===== src/owdt_cfg.svh =====
// Constants for the one-time watchdog
`ifndef OWDT_CFG_SVH
`define OWDT_CFG_SVH
`define OWDT_KEY_ADDR      8'ha6
`define OWDT_KEY_FIRST     8'h1e
`define OWDT_KEY_SECOND    8'he1
`define OWDT_CNT_WIDTH     14
`define OWDT_CNT_TOP       14'h3fff
`define OWDT_CNT_RESET     14'h0000
`define OWDT_MC_DIV        12
`define OWDT_PULSE_OSC     98
`define OWDT_OSC_PER_CLK   1
`define OWDT_PULSE_CYC     ((`OWDT_PULSE_OSC + `OWDT_OSC_PER_CLK - 1) / `OWDT_OSC_PER_CLK)
`endif


===== src/owdt_pkg.sv =====
// Types for the one-time watchdog
package owdt_pkg;
  typedef enum logic [1:0] {
    OWDT_IDLE_KEY = 2'b00,
    OWDT_GOT_FIRST = 2'b01
  } owdt_key_t;
  typedef enum logic [1:0] {
    OWDT_OFF   = 2'b00,
    OWDT_ARMED = 2'b01,
    OWDT_FIRE  = 2'b11
  } owdt_state_t;
endpackage : owdt_pkg


===== src/owdt_if.sv =====
// Carrier between key decoder and watchdog core
`timescale 1ns/1ns
interface owdt_if;
  logic key_done;
  modport decoder (output key_done);
  modport core    (input key_done);
endinterface : owdt_if


===== src/owdt_key.sv =====
// Key sequence decoder for the service register
`timescale 1ns/1ns
`include "owdt_cfg.svh"
module owdt_key (
  // Clock and reset
  input  wire logic clk,
  input  wire logic rst,
  // Register write port
  input  wire logic       sfr_wr,
  input  wire logic [7:0] sfr_addr,
  input  wire logic [7:0] sfr_wdata,
  // Sequence result
  owdt_if.decoder   kif
);
  import owdt_pkg::*;
  owdt_key_t key_state;
  owdt_key_t next_key_state;
  logic      done;
  logic      next_done;
  logic      hit;

  assign hit = sfr_wr && (sfr_addr == `OWDT_KEY_ADDR);
  assign kif.key_done = done;

  always_comb begin
    next_key_state = key_state;
    next_done      = 1'b0;
    if (hit) begin
      if (sfr_wdata == `OWDT_KEY_FIRST) begin
        next_key_state = OWDT_GOT_FIRST;
      end else if (sfr_wdata == `OWDT_KEY_SECOND && key_state == OWDT_GOT_FIRST) begin
        next_done      = 1'b1;
        next_key_state = OWDT_IDLE_KEY;
      end else begin
        next_key_state = OWDT_IDLE_KEY;
      end
    end
  end

  always_ff @(posedge clk or posedge rst) begin
    if (rst) begin
      key_state <= OWDT_IDLE_KEY;
      done      <= 1'b0;
    end else begin
      key_state <= next_key_state;
      done      <= next_done;
    end
  end
endmodule : owdt_key


===== src/owdt_core.sv =====
// One-time watchdog with reset-out pulse
`timescale 1ns/1ns
`include "owdt_cfg.svh"
// Contract
// After reset the watchdog stays disabled and does not count until armed.
// Writing 1E then E1 to key register A6 arms the watchdog.
// Armed counter, 14 bits, increments once each machine cycle while oscillator runs.
// No software action disarms it; only hardware or overflow reset.
// Counter reaching 3FFF overflows and resets the device.
// Software services by the same pair at least every 16383 cycles.
// Key register is write-only; counter neither readable nor writable.
// Overflow drives reset pin high for 98 oscillator periods.
// In power-down the counter stops and needs no service.
// After power-down wake by interrupt, hold count while interrupt pin low.
// Idle-hold at zero: armed watchdog keeps counting in idle.
// Idle-hold set: count pauses in idle and resumes from held value.
// Software should service just before entering power-down.
// Software should service inside the power-down wake interrupt handler.
// Sequence accepted only when E1 directly follows 1E; others cancel it.
// Service clears counter; overflow returns watchdog to disabled state.
module owdt_core #(
  parameter int CNT_WIDTH = `OWDT_CNT_WIDTH,
  parameter int MC_DIV    = `OWDT_MC_DIV,
  parameter int PULSE_CYC = `OWDT_PULSE_CYC
) (
  // Clock and reset
  input  wire logic       clk,
  input  wire logic       rst,
  // Register write port, no read path
  input  wire logic       sfr_wr,
  input  wire logic [7:0] sfr_addr,
  input  wire logic [7:0] sfr_wdata,
  // Power modes
  input  wire logic       idle_mode,
  input  wire logic       power_down,
  input  wire logic       wake_int_low,
  input  wire logic       idle_count_hold,
  // Reset-out pin and armed flag
  output logic            rst_pin_o,
  output logic            rst_pin_oe,
  output logic            wdt_armed
);
  import owdt_pkg::*;

  // ----------------------------------------
  // Key decoder
  // ----------------------------------------
  owdt_if kif ();
  owdt_key owdt_key_i (
    .clk       (clk),
    .rst       (rst),
    .sfr_wr    (sfr_wr),
    .sfr_addr  (sfr_addr),
    .sfr_wdata (sfr_wdata),
    .kif       (kif)
  );

  // ----------------------------------------
  // Machine cycle divider
  // ----------------------------------------
  logic [7:0] div;
  logic [7:0] next_div;
  logic       mc_tick;
  logic       next_mc_tick;
  logic       osc_run;
  logic       pd_hold;
  logic       next_pd_hold;

  assign osc_run = !power_down;

  always_comb begin
    next_div     = div;
    next_mc_tick = 1'b0;
    if (osc_run) begin
      if (div == 8'(MC_DIV - 1)) begin
        next_div     = 8'h00;
        next_mc_tick = 1'b1;
      end else begin
        next_div = div + 8'h01;
      end
    end
  end

  // Held after power-down until wake pin goes high
  always_comb begin
    next_pd_hold = pd_hold;
    if (power_down) next_pd_hold = 1'b1;
    else if (!wake_int_low) next_pd_hold = 1'b0;
  end

  always_ff @(posedge clk or posedge rst) begin
    if (rst) begin
      div     <= 8'h00;
      mc_tick <= 1'b0;
      pd_hold <= 1'b0;
    end else begin
      div     <= next_div;
      mc_tick <= next_mc_tick;
      pd_hold <= next_pd_hold;
    end
  end

  // ----------------------------------------
  // Watchdog state and counter
  // ----------------------------------------
  owdt_state_t          state;
  owdt_state_t          next_state;
  logic [CNT_WIDTH-1:0] cnt;
  logic [CNT_WIDTH-1:0] next_cnt;
  logic [7:0]           pulse;
  logic [7:0]           next_pulse;
  logic                 next_pin;
  logic                 count_en;

  assign count_en = mc_tick && !power_down && !pd_hold
                 && !(idle_mode && idle_count_hold);

  always_comb begin
    next_state = state;
    next_cnt   = cnt;
    next_pulse = pulse;
    next_pin   = 1'b0;
    unique case (state)
      OWDT_OFF: begin
        next_cnt = CNT_WIDTH'(`OWDT_CNT_RESET);
        if (kif.key_done) next_state = OWDT_ARMED;
      end
      OWDT_ARMED: begin
        if (kif.key_done) begin
          next_cnt = CNT_WIDTH'(`OWDT_CNT_RESET);
        end else if (count_en) begin
          if (cnt == CNT_WIDTH'(`OWDT_CNT_TOP)) begin
            next_state = OWDT_FIRE;
            next_pulse = 8'(PULSE_CYC - 1);
            next_pin   = 1'b1;
          end else begin
            next_cnt = cnt + 1'b1;
          end
        end
      end
      OWDT_FIRE: begin
        next_pin = 1'b1;
        if (pulse == 8'h00) begin
          next_pin   = 1'b0;
          next_state = OWDT_OFF;
          next_cnt   = CNT_WIDTH'(`OWDT_CNT_RESET);
        end else begin
          next_pulse = pulse - 8'h01;
        end
      end
      default: next_state = OWDT_OFF;
    endcase
  end

  always_ff @(posedge clk or posedge rst) begin
    if (rst) begin
      state      <= OWDT_OFF;
      cnt        <= CNT_WIDTH'(`OWDT_CNT_RESET);
      pulse      <= 8'h00;
      rst_pin_o  <= 1'b0;
      rst_pin_oe <= 1'b0;
      wdt_armed  <= 1'b0;
    end else begin
      state      <= next_state;
      cnt        <= next_cnt;
      pulse      <= next_pulse;
      rst_pin_o  <= next_pin;
      rst_pin_oe <= next_pin;
      wdt_armed  <= (next_state == OWDT_ARMED);
    end
  end
endmodule : owdt_core


===== config.mk =====
export PLATFORM = sky130hd
export DESIGN_NAME = owdt_core
export DESIGN_NICKNAME = d
export VERILOG_FILES = /design/src/owdt_pkg.sv /design/src/owdt_if.sv /design/src/owdt_key.sv /design/src/owdt_core.sv
export VERILOG_INCLUDE_DIRS = /design/src
export SDC_FILE = /design/constraint.sdc
export NUM_CORES = 1
export LEC_CHECK = 0
export ABC_AREA = 0
export BUFFER_PORTS_ARGS = -buffer_cell sky130_fd_sc_hd__buf_2
export CORE_UTILIZATION = 58
export DETAILED_ROUTE_END_ITERATION = 7
export GPL_TIMING_DRIVEN = 0
export PLACE_DENSITY = 0.8
export SLEW_MARGIN = 20
export SYNTH_ARGS = -nofsm -noshare
export SYNTH_HDL_FRONTEND = slang
export SYNTH_SLANG_ARGS = --single-unit

===== constraint.sdc =====
create_clock -name clk -period 5.1 [get_ports clk]
set_clock_uncertainty 0.15 [all_clocks]
set_input_delay 1.02 -clock clk [delete_from_list [all_inputs] [get_ports clk]]
set_output_delay 1.02 -clock clk [all_outputs]
set_load 0.01 [all_outputs]

==> summary.txt <==
Run status
  • Outcome: complete, no violations

Worst hold path
  • Hold endpoint: pd_hold
  • Hold path cells: 1
  • Worst Hold Launch: pd_hold
  • Min-Delay Path Class: reg2reg

Worst setup path
  • Reg-to-reg endpoint: cnt[4]
  • Crit Path Class: reg2reg
  • Reg2Reg Depth: 6
  • R2r setup slk: 2.56 ns
  • Worst stage delay on the critical path: 0.59 ns
  • Critical Path RT: 5.19 ns
  • Worst-path maximum fanout: 10
  • Most frequent cell on the critical path: nor2_1
  • Critical-path top delay cell: or4_4
  • Crit-path cells: or4_4 > o41a_4 > buf_6 > nor2_1 > buf_2 > nor2_1
  • CP Launch Point: pulse[2]
  • Worst r2r src: pulse[2]
  • CP arrival: 2.63 ns
  • Critical Path End Type: register
  • Crit start category: register

Floorplan
  • Die X: 61.5 microns
  • Site Rows: 21
  • Die Y: 61.5 microns
  • Starting density of the core: 0.611
  • Io pins: 26
  • Core area: 0.00336 sq mm
  • Die ar.: 0.00379 sq mm

Synth
  • Largest family of logic cells by synthesized area: simple AND/OR/NAND/NOR gates
  • Post-synthesis xor/xnor area fraction: 0.0895
  • Synth unique cells: 43
  • Mux cell area share after synthesis: 0.0110
  • Synth Area in Simple Gates: 0.310
  • Post-synth ARST share: 1.00
  • Seq/Total Area, Yosys: 0.463
  • Post-synth EDFFs: 0
  • YS warnings: 0
  • Synth Instances: 202
  • Main flop type after synthesis: dfrtp_1
  • Synth Area in Adders: 0.0243
  • Syn Area/Cell: 10.2 sq um
  • Flops & latches, synth: 38
  • Mapped Nets: 229
  • Synth Area in Compound Gates: 0.0712
  • Synth Cell Area: 0.00206 sq mm

Timing
  • Final Hold Viols: 0
  • Slew Limit Fails: 0
  • Slew HR: 0.615
  • Tmin final: 2.54 ns
  • Setup-failing EPs final: 0
  • Max frequency: 393 MHz
  • RSZ-0062 raised after global routing: false
  • Slew @ Worst Pin: 0.573 ns
  • Final worst path period share: 0.499
  • Setup_tns: 0 ns

Detailed routing
  • Routed wire length: 3860 microns
  • Wirelength per Cell: 13.7 microns
  • Drt pass-1 iters: 4
  • DRC errors left: 0
  • Via Count: 1,591
  • Post-DR vias/cell: 5.64
  • DRT antenna net count: 0
  • Violation count after the first detailed-route iteration: 83

Placed design
  • Port bufs: 25
  • Dpl cell area: 0.00227 sq mm
  • Placer's final routability congestion estimate: 0.796
  • Post-DP HPWL: 2830 microns

Finish
  • Commonest non-fill, non-tap cell in the layout: dfrtp_1
  • Most frequent cells in the layout: dfrtp_1 (38), buf_2 (28), nor2_1 (20)
  • Finished Cell Area: 0.00233 sq mm
  • Area growth syn-to-layout: 13.3%
  • N_diodes: 0
  • Layout cell share with drive strength beyond 1: 0.254
  • Final Net Count: 262

Clock network
  • Clock latency on the worst-skew pair: 0.35 ns
  • CTS tree: done
  • Clock Tree Buf Depth: 2
  • Hold Buf Count CTS: 0
  • Clk sink count: 38
  • Clock transition at the registers of the reported paths: 0.12 ns
  • Post-CTS Resized: 0
  • Root Driver: clkbuf_4
  • H-Tree Depth: 2
  • Setup bufs post-CTS: 0
  • CTS Buf Count: 5

Pwr
  • Pwr Density: 253 mW/mm^2
  • Worst vdd ir: 300 uV
  • Leakage Power: 0.913 nW

GRT
  • Vias in the first global route: 1,474
  • Global-route wire length before repair: 6350 microns
  • Pin count of the biggest net entering global routing: 24
  • GRT Total Usage: 0.233
  • Gr ovfl total: 0
  • Initial antenna violation count: 0

Run
  • Max-Cap Viols: 0
==> logic make-up after synthesis <==
| group | Yosys count |
|---|---|
| simple gates | 103 |
| flops | 38 |
| compound gates | 21 |
| xor+xnor | 21 |
| buf+inv | 13 |
| fa+ha+maj | 4 |
| mux | 2 |
==> synthesized netlist by cell type, drive strengths merged (6+ instances only) <==
cell type,instances,share of area
a21oi,6,0.015
dfrtp,38,0.46
inv,6,0.011
nand2,11,0.020
nand3,10,0.024
nand4,10,0.030
nor2,26,0.055
nor4,12,0.062
xnor2,14,0.060
xor2,7,0.030
==> flip-flops by register name, indices dropped and copies added (netlist names) <==
register / cells
div: 8
rst_pin_oe: 1
owdt_key_i.key_state: 1
pulse: 8
pd_hold: 1
wdt_armed: 1
cnt: 14
state: 2
owdt_key_i.kif.key_done: 1
mc_tick: 1
==> how the worst max path moves through the flow <==
stage / endpoint / slack (ns) / cells past startpoint
global placement: cnt[13] / 2.52 / 6
finish: cnt[4] / 2.56 / 6
CTS: cnt[4] / 2.53 / 6
detailed placement: cnt[4] / 2.48 / 7
floorplan: cnt[10] / 2.76 / 6
global route: pulse[1] / 2.41 / 6
==> area by class of cell <==
type	count	area, sq um
fillers	281	1030
repair buffers	26	153
plain buffers	7	41.3
well taps	46	57.6
inverters	6	22.5
flip-flops and latches	38	951
clock buffers	6	51.3
clock inverters	2	12.5
multi-input cells	151	1040
==> worst max-delay path, delay by kind of cell, from the launching register on <==
family,cells,cell delay (ns)
simple gates,3,0.87
compound gates,1,0.49
buf+inv,2,0.47
flops,1,0.46
==> per-layer routing <==
layer	vias up	track usage	part of all wire
li1	793	-	-
met1	767	0.299	0.46
met2	24	0.381	0.50
met3	7	0.0630	0.030
met4	0	0.0825	0.014
met5	-	0	0
==> stage by stage <==
step           hold slack [ns]  worst slack (ns)  cells  power (mW)   util
6_report                 0.341              2.56    282       0.591  0.693
5_1_grt                  0.365              2.41    282       0.627  0.693
4_1_cts                  0.343              2.53    282       0.599  0.693
3_5_place_dp             0.317              2.48    274       0.432  0.674
3_3_place_gp             0.314              2.52    273       0.425  0.666
2_1_floorplan            0.296              2.76    202       0.406      -
==> power by group <==
group          internal [mW]  switching [mW]
clock network         0.0663          0.0999
registers              0.328          0.0274
logic                 0.0381          0.0307
total                  0.433           0.158
No activity file was read; power rests on OpenSTA's default activity.
